[config.mk]
export PLATFORM = sky130hd
export DESIGN_NAME = sensor_frame_timing
export DESIGN_NICKNAME = d
export VERILOG_FILES = /design/src/hw/sft_pkg.sv /design/src/hw/sft_trig_if.sv /design/src/hw/sensor_frame_timing.sv /design/src/hw/sft_trig_sync.sv
export SDC_FILE = /design/constraint.sdc
export NUM_CORES = 1
export LEC_CHECK = 0
export ABC_AREA = 1
export ABC_CLOCK_PERIOD_IN_PS = 21600
export BUFFER_PORTS_ARGS = -buffer_cell sky130_fd_sc_hd__buf_2
export CORE_ASPECT_RATIO = 1.25
export CORE_MARGIN = 4
export CORE_UTILIZATION = 45
export DETAILED_ROUTE_END_ITERATION = 8
export PLACE_DENSITY = 0.7
export SYNTH_ARGS = -nofsm -noshare
export SYNTH_HDL_FRONTEND = slang
export SYNTH_SLANG_ARGS = --single-unit
[constraint.sdc]
create_clock -name clk_sys -period 21.6 [get_ports clk_sys]
set_clock_uncertainty 0.15 [all_clocks]
set_input_delay 4.32 -clock clk_sys [delete_from_list [all_inputs] [get_ports clk_sys]]
set_output_delay 4.32 -clock clk_sys [all_outputs]
set_load 0.005 [all_outputs]
[src/hw/sft_pkg.sv]
// package: register map, reset values, field positions and timing constants of the frame timer
package sft_pkg;

  // register indices on the plain register port
  localparam logic [3:0] SFT_REG_CTRL     = 4'h0;
  localparam logic [3:0] SFT_REG_LINE_LEN = 4'h1;
  localparam logic [3:0] SFT_REG_FRM_LEN  = 4'h2;
  localparam logic [3:0] SFT_REG_EXTRA    = 4'h3;
  localparam logic [3:0] SFT_REG_ACT_ROWS = 4'h4;
  localparam logic [3:0] SFT_REG_ACT_COLS = 4'h5;
  localparam logic [3:0] SFT_REG_INTEG    = 4'h6;
  localparam logic [3:0] SFT_REG_STATUS   = 4'h7;
  localparam logic [3:0] SFT_REG_READ_PTR = 4'h8;
  localparam logic [3:0] SFT_REG_RST_PTR  = 4'h9;
  localparam logic [3:0] SFT_REG_FRM_CNT  = 4'ha;

  // control register field positions
  localparam int SFT_CTRL_STREAM  = 0;
  localparam int SFT_CTRL_SLAVE   = 1;
  localparam int SFT_CTRL_TRIG_EN = 2;
  localparam int SFT_CTRL_EMB_EN  = 3;
  localparam int SFT_CTRL_PROTO   = 4;
  localparam int SFT_CTRL_DARK    = 8;

  // reset values
  localparam logic [15:0] SFT_RST_CTRL     = 16'h0808;
  localparam logic [15:0] SFT_RST_LINE_LEN = 16'h044c;
  localparam logic [15:0] SFT_RST_FRM_LEN  = 16'h0448;
  localparam logic [15:0] SFT_RST_EXTRA    = 16'h0000;
  localparam logic [15:0] SFT_RST_ACT_ROWS = 16'h0438;
  localparam logic [15:0] SFT_RST_ACT_COLS = 16'h03c0;
  localparam logic [15:0] SFT_RST_INTEG    = 16'h0010;

  // dark row selection codes and their row counts
  localparam logic [3:0]  SFT_DARK_SEL8 = 4'h8;
  localparam logic [3:0]  SFT_DARK_SEL4 = 4'h4;
  localparam logic [3:0]  SFT_DARK_SEL2 = 4'h2;
  localparam logic [15:0] SFT_DARK_ROWS8 = 16'h0008;
  localparam logic [15:0] SFT_DARK_ROWS4 = 16'h0004;
  localparam logic [15:0] SFT_DARK_ROWS2 = 16'h0002;

  // fixed blanking rows: two embedded (or blank), two blank, minimum four idle
  localparam logic [15:0] SFT_EMB_ROWS      = 16'h0002;
  localparam logic [15:0] SFT_BLANK_ROWS    = 16'h0002;
  localparam logic [15:0] SFT_MIN_IDLE_ROWS = 16'h0004;

  // slave hold-off beyond one frame period
  localparam int          SFT_GUARD_NS     = 160;
  localparam int          SFT_CLK_PERIOD_NS = 10;
  localparam logic [4:0]  SFT_GUARD_CYCLES = 5'((SFT_GUARD_NS + SFT_CLK_PERIOD_NS - 1)
                                                / SFT_CLK_PERIOD_NS);

  // serial protocols
  typedef enum logic [1:0] {
    SFT_PROTO_PARALLEL,
    SFT_PROTO_STREAM_S,
    SFT_PROTO_STREAM_SP,
    SFT_PROTO_PACKET_SP
  } sft_proto_t;

  // kinds of rows inside a frame
  typedef enum logic [2:0] {
    SFT_ROW_DARK,
    SFT_ROW_EMBED,
    SFT_ROW_BLANK,
    SFT_ROW_IDLE,
    SFT_ROW_ACTIVE
  } sft_row_t;

  // sequencer states
  typedef enum logic [2:0] {
    SFT_ST_STANDBY,
    SFT_ST_WAIT,
    SFT_ST_ROWS,
    SFT_ST_EXTRA,
    SFT_ST_GUARD
  } sft_state_t;

endpackage

[src/hw/sft_trig_if.sv]
// interface: synchronised trigger edge handed from the trigger stage to the sequencer
`timescale 1ns/1ps
`default_nettype none
interface sft_trig_if;
  logic riseEdge;  // one-cycle pulse on a rising trigger edge
  logic level;     // synchronised trigger level
  modport src (output riseEdge, output level);
  modport dst (input riseEdge, input level);
endinterface
`default_nettype wire

[src/hw/sensor_frame_timing.sv]
// module: row and frame timing sequencer with slave trigger and output sync markers
// What this block does
// - row period equals clocks-per-row count
// - rows per frame counts active plus blanking
// - blanking: dark, embedded, blank, at least four idle
// - dark select 8, 4 or 2 rows
// - embedded enable picks embedded or blank rows
// - free run restarts after extra delay
// - sync edge starts frame; hold-off frame plus 16
// - edges during hold-off are dropped
// - waiting halts read and reset pointers
// - waiting lengthens only rows already reset
// - blanking rows first, active rows last
// - frame is rows times row period
// - parallel output marks frame and line valid
// - serial codes chosen by protocol
// - extra delay clocks appended to each frame
// - stream clear stops after current frame
`timescale 1ns/1ps
`default_nettype none
module sensor_frame_timing (
  // clock, reset and enable
  input  wire logic        clk_sys,
  input  wire logic        rst,
  input  wire logic        clkEn,
  // register port
  input  wire logic [3:0]  regAddr,
  input  wire logic [15:0] regWdata,
  input  wire logic        regWr,
  input  wire logic        regRd,
  output logic [15:0]      regRdata,
  // frame sync pin
  input  wire logic        frameSyncPulse,
  // parallel markers
  output logic             frameValidOut,
  output logic             lineValidOut,
  // serial sync code requests
  output logic             blankRowStartCode,
  output logic             frameStartCode,
  output logic             lineStartCode,
  output logic             lineEndCode,
  output logic             frameEndCode,
  // row pointers and row kind
  output logic [15:0]      rowReadPtr,
  output logic [15:0]      rowResetPtr,
  output logic             pointerRun,
  output sft_pkg::sft_row_t rowKindOut
);
  import sft_pkg::*;

  // settings latched at frame start
  typedef struct packed {
    logic [15:0] lineLen;
    logic [15:0] frameRows;
    logic [15:0] vblank;
    logic [15:0] extra;
    logic [15:0] actCols;
    logic [15:0] dark;
    logic [15:0] integ;
    logic        embEn;
    sft_proto_t  proto;
  } sft_cfg_t;

  // all state of the sequencer
  typedef struct packed {
    logic [15:0] ctrl;
    logic [15:0] lineLen;
    logic [15:0] frmLen;
    logic [15:0] extra;
    logic [15:0] actRows;
    logic [15:0] actCols;
    logic [15:0] integ;
    logic [15:0] rdata;
    sft_cfg_t    cfg;
    sft_state_t  state;
    logic [15:0] col;
    logic [15:0] row;
    logic [15:0] extraCnt;
    logic [4:0]  guardCnt;
    logic [15:0] frmCnt;
    logic [15:0] readPtr;
    logic [15:0] rstPtr;
    logic        fv;
    logic        lv;
    logic        codeBlank;
    logic        codeFs;
    logic        codeLs;
    logic        codeLe;
    logic        codeFe;
    sft_row_t    kind;
  } sft_st_t;

  sft_st_t stQ;  // registered state
  sft_st_t stD;  // next state

  sft_trig_if trig ();  // synchronised trigger

  // trigger synchroniser
  sft_trig_sync uTrig (
    .clk_sys        (clk_sys),
    .rst            (rst),
    .clkEn          (clkEn),
    .frameSyncPulse (frameSyncPulse),
    .trig           (trig)
  );

  ////////////////////////////////////////////////////////////////////////////
  // decode functions

  // dark row count from the selection field; unknown codes give eight
  function automatic logic [15:0] darkRows(input logic [3:0] sel);
    case (sel)
      SFT_DARK_SEL4: darkRows = SFT_DARK_ROWS4;
      SFT_DARK_SEL2: darkRows = SFT_DARK_ROWS2;
      default:       darkRows = SFT_DARK_ROWS8;
    endcase
  endfunction

  // kind of row at an index; blanking rows lead, active rows trail
  function automatic sft_row_t rowKind(input logic [15:0] r, input sft_cfg_t c);
    if (r < c.dark) begin
      rowKind = SFT_ROW_DARK;
    end else if (r < c.dark + SFT_EMB_ROWS) begin
      rowKind = c.embEn ? SFT_ROW_EMBED : SFT_ROW_BLANK;
    end else if (r < c.dark + SFT_EMB_ROWS + SFT_BLANK_ROWS) begin
      rowKind = SFT_ROW_BLANK;
    end else if (r < c.vblank) begin
      rowKind = SFT_ROW_IDLE;
    end else begin
      rowKind = SFT_ROW_ACTIVE;
    end
  endfunction

  // code index: 0 blank row, 1 frame start, 2 line start, 3 line end, 4 frame end
  function automatic logic protoHas(input sft_proto_t p, input logic [2:0] code);
    case (p)
      SFT_PROTO_STREAM_S:  protoHas = (code == 3'h0) || (code == 3'h2);
      SFT_PROTO_STREAM_SP: protoHas = (code <= 3'h2);
      SFT_PROTO_PACKET_SP: protoHas = (code != 3'h0);
      default:             protoHas = 1'b0;
    endcase
  endfunction

  // snapshot of the software settings for the next frame
  function automatic sft_cfg_t takeCfg(input sft_st_t s);
    logic [15:0] minRows;
    minRows = s.actRows + darkRows(s.ctrl[SFT_CTRL_DARK +: 4]) + SFT_EMB_ROWS
              + SFT_BLANK_ROWS + SFT_MIN_IDLE_ROWS;
    takeCfg.lineLen   = s.lineLen;
    takeCfg.frameRows = (s.frmLen < minRows) ? minRows : s.frmLen;
    takeCfg.vblank    = takeCfg.frameRows - s.actRows;
    takeCfg.extra     = s.extra;
    takeCfg.actCols   = s.actCols;
    takeCfg.dark      = darkRows(s.ctrl[SFT_CTRL_DARK +: 4]);
    takeCfg.integ     = s.integ;
    takeCfg.embEn     = s.ctrl[SFT_CTRL_EMB_EN];
    takeCfg.proto     = sft_proto_t'(s.ctrl[SFT_CTRL_PROTO +: 2]);
  endfunction

  ////////////////////////////////////////////////////////////////////////////
  // next state
  always_comb begin
    logic     lastCol;   // final clock of a row
    logic     lastRow;   // final row of a frame
    logic     slaveOn;   // slave mode selected
    logic     startNew;  // a frame begins next cycle
    logic     frameEnd;  // frame period incl. extra delay is over
    sft_row_t kindNow;   // kind of the current row
    stD      = stQ;
    lastCol  = 1'b0;
    lastRow  = 1'b0;
    startNew = 1'b0;
    frameEnd = 1'b0;
    slaveOn  = stQ.ctrl[SFT_CTRL_SLAVE];
    kindNow  = rowKind(stQ.row, stQ.cfg);
    if (clkEn) begin
      // register writes and reads
      stD.rdata = '0;
      if (regWr) begin
        case (regAddr)
          SFT_REG_CTRL:     stD.ctrl    = regWdata;
          SFT_REG_LINE_LEN: stD.lineLen = regWdata;
          SFT_REG_FRM_LEN:  stD.frmLen  = regWdata;
          SFT_REG_EXTRA:    stD.extra   = regWdata;
          SFT_REG_ACT_ROWS: stD.actRows = regWdata;
          SFT_REG_ACT_COLS: stD.actCols = regWdata;
          SFT_REG_INTEG:    stD.integ   = regWdata;
          default:          ;  // read-only or unmapped: ignored
        endcase
      end
      if (regRd) begin
        case (regAddr)
          SFT_REG_CTRL:     stD.rdata = stQ.ctrl;
          SFT_REG_LINE_LEN: stD.rdata = stQ.lineLen;
          SFT_REG_FRM_LEN:  stD.rdata = stQ.frmLen;
          SFT_REG_EXTRA:    stD.rdata = stQ.extra;
          SFT_REG_ACT_ROWS: stD.rdata = stQ.actRows;
          SFT_REG_ACT_COLS: stD.rdata = stQ.actCols;
          SFT_REG_INTEG:    stD.rdata = stQ.integ;
          SFT_REG_STATUS:   stD.rdata = {12'h000, trig.level, stQ.state};
          SFT_REG_READ_PTR: stD.rdata = stQ.readPtr;
          SFT_REG_RST_PTR:  stD.rdata = stQ.rstPtr;
          SFT_REG_FRM_CNT:  stD.rdata = stQ.frmCnt;
          default:          stD.rdata = '0;
        endcase
      end

      // markers default to idle each cycle
      stD.fv        = 1'b0;
      stD.lv        = 1'b0;
      stD.codeBlank = 1'b0;
      stD.codeFs    = 1'b0;
      stD.codeLs    = 1'b0;
      stD.codeLe    = 1'b0;
      stD.codeFe    = 1'b0;

      // sequencer
      case (stQ.state)
        SFT_ST_STANDBY: begin
          // leave standby on the streaming bit
          if (stQ.ctrl[SFT_CTRL_STREAM]) begin
            if (slaveOn) begin
              stD.state = SFT_ST_WAIT;
            end else begin
              startNew = 1'b1;
            end
          end
        end
        SFT_ST_WAIT: begin
          // pointers frozen while waiting for a sync edge
          if (!stQ.ctrl[SFT_CTRL_STREAM]) begin
            stD.state = SFT_ST_STANDBY;
          end else if (!slaveOn) begin
            startNew = 1'b1;
          end else if (stQ.ctrl[SFT_CTRL_TRIG_EN] && trig.riseEdge) begin
            startNew = 1'b1;
          end
        end
        SFT_ST_ROWS: begin
          // column and row counting through the frame
          lastCol = (stQ.col >= stQ.cfg.lineLen - 16'h0001);
          lastRow = (stQ.row >= stQ.cfg.frameRows - 16'h0001);
          stD.col = lastCol ? 16'h0000 : stQ.col + 16'h0001;
          if (lastCol) begin
            if (lastRow) begin
              if (stQ.cfg.extra != 16'h0000) begin
                stD.state    = SFT_ST_EXTRA;
                stD.extraCnt = 16'h0000;
              end else begin
                frameEnd = 1'b1;
              end
            end else begin
              stD.row     = stQ.row + 16'h0001;
              stD.readPtr = stQ.row + 16'h0001;
              stD.rstPtr  = (stQ.rstPtr >= stQ.cfg.frameRows - 16'h0001) ? 16'h0000
                            : stQ.rstPtr + 16'h0001;
            end
          end
          // parallel markers and serial codes for this clock
          stD.kind = kindNow;
          if (kindNow == SFT_ROW_ACTIVE) begin
            stD.fv = 1'b1;
            stD.lv = stQ.col < stQ.cfg.actCols;
            if (stQ.col == 16'h0000) begin
              stD.codeLs = protoHas(stQ.cfg.proto, 3'h2);
            end
            if (stQ.col == stQ.cfg.actCols) begin
              stD.codeLe = protoHas(stQ.cfg.proto, 3'h3);
              stD.codeFe = lastRow && protoHas(stQ.cfg.proto, 3'h4);
            end
          end else if (stQ.col == 16'h0000) begin
            stD.codeBlank = protoHas(stQ.cfg.proto, 3'h0);
          end
        end
        SFT_ST_EXTRA: begin
          // extra clocks appended after the last row
          stD.extraCnt = stQ.extraCnt + 16'h0001;
          if (stQ.extraCnt >= stQ.cfg.extra - 16'h0001) begin
            frameEnd = 1'b1;
          end
        end
        SFT_ST_GUARD: begin
          // slave hold-off; sync edges here are dropped
          stD.guardCnt = stQ.guardCnt + 5'h01;
          if (stQ.guardCnt >= SFT_GUARD_CYCLES - 5'h01) begin
            stD.state = stQ.ctrl[SFT_CTRL_STREAM] ? SFT_ST_WAIT
                        : SFT_ST_STANDBY;
          end
        end
        default: begin
          stD.state = SFT_ST_STANDBY;
        end
      endcase

      // end of a frame period: standby, hold-off or free-running restart
      if (frameEnd) begin
        if (!stQ.ctrl[SFT_CTRL_STREAM]) begin
          stD.state = SFT_ST_STANDBY;
        end else if (slaveOn) begin
          stD.state    = SFT_ST_GUARD;
          stD.guardCnt = '0;
        end else begin
          startNew = 1'b1;
        end
      end

      // frame start: latch settings, clear row and column counters, count the frame, request a frame start code where the protocol has one
      if (startNew) begin
        stD.state    = SFT_ST_ROWS;
        stD.cfg      = takeCfg(stQ);
        stD.col      = '0;
        stD.row      = '0;
        stD.readPtr  = '0;
        stD.rstPtr   = (stQ.integ < stD.cfg.frameRows) ? stD.cfg.frameRows - stQ.integ
                       : 16'h0000;
        stD.frmCnt   = stQ.frmCnt + 16'h0001;
        stD.codeFs   = protoHas(stD.cfg.proto, 3'h1);
      end
    end
  end

  ////////////////////////////////////////////////////////////////////////////
  // state register
  always_ff @(posedge clk_sys or posedge rst) begin
    if (rst) begin
      stQ         <= '0;
      stQ.ctrl    <= SFT_RST_CTRL;
      stQ.lineLen <= SFT_RST_LINE_LEN;
      stQ.frmLen  <= SFT_RST_FRM_LEN;
      stQ.extra   <= SFT_RST_EXTRA;
      stQ.actRows <= SFT_RST_ACT_ROWS;
      stQ.actCols <= SFT_RST_ACT_COLS;
      stQ.integ   <= SFT_RST_INTEG;
      stQ.state   <= SFT_ST_STANDBY;
      stQ.kind    <= SFT_ROW_DARK;
      stQ.cfg.proto <= SFT_PROTO_PARALLEL;
    end else begin
      stQ <= stD;
    end
  end

  ////////////////////////////////////////////////////////////////////////////
  // outputs, all from the state register
  assign regRdata          = stQ.rdata;
  assign frameValidOut     = stQ.fv;
  assign lineValidOut      = stQ.lv;
  assign blankRowStartCode = stQ.codeBlank;
  assign frameStartCode    = stQ.codeFs;
  assign lineStartCode     = stQ.codeLs;
  assign lineEndCode       = stQ.codeLe;
  assign frameEndCode      = stQ.codeFe;
  assign rowReadPtr        = stQ.readPtr;
  assign rowResetPtr       = stQ.rstPtr;
  assign pointerRun        = (stQ.state == SFT_ST_ROWS);
  assign rowKindOut        = stQ.kind;
endmodule
`default_nettype wire

[src/hw/sft_trig_sync.sv]
// module: two-flop synchroniser and rising edge detector for the frame sync pin
`timescale 1ns/1ps
`default_nettype none
module sft_trig_sync (
  // clock, reset and enable
  input  wire logic clk_sys,
  input  wire logic rst,
  input  wire logic clkEn,
  // frame sync pin
  input  wire logic frameSyncPulse,
  // synchronised result
  sft_trig_if.src   trig
);
  import sft_pkg::*;

  // all state: two sync stages and the previous synchronised level
  typedef struct packed {
    logic meta;
    logic sync;
    logic prev;
  } sft_sync_st_t;

  sft_sync_st_t syncQ;  // registered state
  sft_sync_st_t syncD;  // next state

  ////////////////////////////////////////////////////////////////////////////
  // next state: first stage feeds only the second
  always_comb begin
    syncD = syncQ;
    if (clkEn) begin
      syncD.meta = frameSyncPulse;
      syncD.sync = syncQ.meta;
      syncD.prev = syncQ.sync;
    end
  end

  // state register
  always_ff @(posedge clk_sys or posedge rst) begin
    if (rst) begin
      syncQ <= '0;
    end else begin
      syncQ <= syncD;
    end
  end

  // edge seen only from the second stage onward
  assign trig.riseEdge = clkEn & syncQ.sync & ~syncQ.prev;
  assign trig.level    = syncQ.sync;
endmodule
`default_nettype wire

==> results.sh <==
export IMPL_ios=85
export IMPL_fp_dieH_um=254.6
export IMPL_period_minus_slack_ns=8.126
export IMPL_rsz0062_at_grt="false"
export IMPL_hold_ws_ns=0.3263
export IMPL_ctsHoldBuffers=0
export IMPL_final_hold_viol_count=0
export IMPL_outcome="complete, no violations"
export IMPL_dp_final_hpwl_mm=55.50
export IMPL_post_route_util_pct=48.95
export IMPL_maxCapViolCount=0
export IMPL_cp_slowest_cell="o21ai_0"
export IMPL_start_util_pct=45.42
export IMPL_gp_congestion=1.006
export IMPL_tns_ns=0
export IMPL_syn_instance_count=2885
export IMPL_synth_area_leader_cell="dfrtp_1"
export IMPL_crit_required_ns=21.96
export IMPL_die_x_um=205.3
export IMPL_gr_total_overflow=0
export IMPL_startpoint_type="flip-flop"
export IMPL_clock_fmax_mhz=123.1
export IMPL_viasPerCell=5.663
export IMPL_endpoint_kind="flip-flop"
export IMPL_async_flop_share_pct=100.0
export IMPL_drt_initial_drc_count=1862
export IMPL_synthTopCellsByCount="nand2_1 (803), inv_1 (314), dfrtp_1 (313), o21ai_0 (259), nand3_1 (211)"
export IMPL_synth_top_area_share_pct=35.78
export IMPL_cts_tree="built"
export IMPL_worstSetupPathType="reg2reg"
export IMPL_cts_resized=0
export IMPL_power_total_mw=2.821
export IMPL_fillers=4791
export IMPL_cts_made_buffers=37
export IMPL_synth_most_common_cell="nand2_1"
export IMPL_clockRootBuffer="clkbuf_16"
export IMPL_dr_wl_met3_mm=5.352
export IMPL_insertion_delay_ns=0.58
export IMPL_clk_path_buf_depth=3
export IMPL_fin_nets=3076
export IMPL_core_um2=48200
export IMPL_synth_edff_count=0
export IMPL_multiInputGateArea_um2=11540
export IMPL_arrival_ns=8.49
export IMPL_tightest_slew_ns=1.151
export IMPL_setup_violations_final=0
export IMPL_drv_slew=0
export IMPL_syn_area_um2=21890
export IMPL_grt_pass1_wl_mm=110.7
export IMPL_ant_nets=0
export IMPL_htree_num_levels=2
export IMPL_synth_nets=3087
export IMPL_synth_seq_cells=331
export IMPL_wire_per_inst_um=20.53
export IMPL_fin_crit_sh_pct=37.62
export IMPL_netlist_cell_type_count=50
export IMPL_seqCellArea_um2=8305
export IMPL_crit_fanout=32
export IMPL_power_density_nw_per_um2=119.6
export IMPL_synth_area_leaders="dfrtp_1 (36%), nand2_1 (14%), ha_1 (9.9%), o21ai_0 (5.9%), inv_1 (5.4%)"
export IMPL_worst_path_most_repeated_cell="nand2_1"
export IMPL_antenna_found_initial=1
export IMPL_slew_headroom_pct=22.47
export IMPL_syn_area_per_cell_um2=7.587
export IMPL_power_leakage_nw=11.89
export IMPL_synth_seq_area_share_pct=37.94
export IMPL_rows=90
export IMPL_post_cts_buffers=0
export IMPL_dr_pass1_iters=6
export IMPL_min_delay_path_class="reg2reg"
export IMPL_drc=0
export IMPL_worst_slack_ns=13.47
export IMPL_slowest_delay_ns=1.12
export IMPL_grt_pass1_vias=18737
export IMPL_clk_pin_slew_ns=0.07
export IMPL_drive_above_1_share_pct=6.855
export IMPL_grt_use_total_pct=27.42
export IMPL_cts_sinks=331
export IMPL_wl_met1_mm=29.96
export IMPL_synthToLayoutAreaGrowth_pct=7.791
export IMPL_yosys_warnings=0
export IMPL_maxUsedRoutingLayer="met4"
export IMPL_dp_slack_ns=13.05
export IMPL_wl_met2_mm=33.01
export IMPL_drt_total_wl_mm=72.84
export IMPL_synth_top_flop_cell="dfrtp_1"
export IMPL_io_buffers=84
export IMPL_dr_total_vias=20091
export IMPL_grt_max_degree=120
export IMPL_peakVddDrop_uv=52.76
export IMPL_dieArea_um2=52260
[sequential cells by signal (all words and copies together), names as in the netlist]
signal and flops:
rowKindOut 3, uTrig.trig.level 1, rowReadPtr 16, frameValidOut 1, lineStartCode 1, uTrig.syncQ 2
regRdata 16, frameEndCode 1, lineEndCode 1, blankRowStartCode 1, lineValidOut 1, rowResetPtr 16
frameStartCode 1, stQ 270
[kinds of logic after synthesis]
kind of cell	after synthesis	synth area share, %
simple gates	1323	25.77
compound gates	467	11.86
buf+inv	465	9.335
flops	331	37.94
fa+ha+maj	176	10.16
xor+xnor	123	4.922
[final cells by class]
| class | instances | area share (%) |
|---|---|---|
| clock inverter | 17 | 0.8962 |
| inverter | 323 | 5.170 |
| antenna | 1 | 0.01061 |
| timing repair buffer | 92 | 2.036 |
| tap | 644 | 3.415 |
| clock buffer | 51 | 4.359 |
| sequential | 331 | 35.20 |
| multi-input combinational | 2089 | 48.91 |
[per-stage QoR]
stage | cell area [um2] | instances
2_1_floorplan | 21890 | 2885
3_3_place_gp | 22350 | 3479
3_5_place_dp | 22350 | 3479
4_1_cts | 23590 | 3547
5_1_grt | 23590 | 3547
6_report | 23590 | 3548
[final timing paths]
path / from / endpoint / slack [ns] / cells after the start
worst max-delay path: stQ[351]$_DFFE_PP0P_ / rowResetPtr[13]$_DFFE_PP0P_ / 13.47 / 30
worst min-delay path: uTrig.syncQ[0]$_DFFE_PP0P_ / uTrig.syncQ[0]$_DFFE_PP0P_ / 0.33 / 2
worst max register to register: stQ[351]$_DFFE_PP0P_ / rowResetPtr[13]$_DFFE_PP0P_ / 13.47 / 30
worst min register to register: uTrig.syncQ[0]$_DFFE_PP0P_ / uTrig.syncQ[0]$_DFFE_PP0P_ / 0.33 / 2
max in group asynchronous: rst / stQ[217]$_DFFE_PP0P_ / 15.17 / 4
min in group asynchronous: rst / stQ[87]$_DFFE_PP0P_ / 3.73 / 2
[cell usage in the layout, fill, tap and decap left out, types with 18 or more instances in the layout]
| master | count |
|---|---|
| a21oi_1 | 114 |
| a221oi_1 | 24 |
| buf_2 | 84 |
| clkbuf_16 | 37 |
| dfrtp_1 | 313 |
| dfstp_2 | 18 |
| ha_1 | 173 |
| inv_1 | 313 |
| nand2_1 | 803 |
| nand3_1 | 211 |
| nand4_1 | 53 |
| nor2_1 | 147 |
| nor3_1 | 59 |
| nor4_1 | 22 |
| o21ai_0 | 259 |
| o22ai_1 | 29 |
| xnor2_1 | 33 |
| xor2_1 | 90 |
[per-layer routing]
layer,vias up,track usage [%]
met5,-,0
met4,0,14.36
met3,194,5.087
met2,791,43.27
met1,9615,36.08
li1,9491,-
[critical path: cells and delay by family, from the launching register on]
kind / cells / cell delay, ns
and+or+nand+nor: 17 / 3.20
DFF: 1 / 0.42
buffers and inverters: 4 / 0.48
adders and majority gates: 4 / 1.43
AOI/OAI and AO/OA: 4 / 2.17
xor gates and xnor gates: 1 / 0.16
[where the power goes]
part | switching (mW) | leakage, nW | internal, mW
sequential | 0.150 | 4.33 | 0.751
combinational | 0.823 | 6.97 | 0.448
clock | 0.284 | 0.592 | 0.366
total | 1.26 | 11.9 | 1.56
No activity file was read; power rests on OpenSTA's default activity.
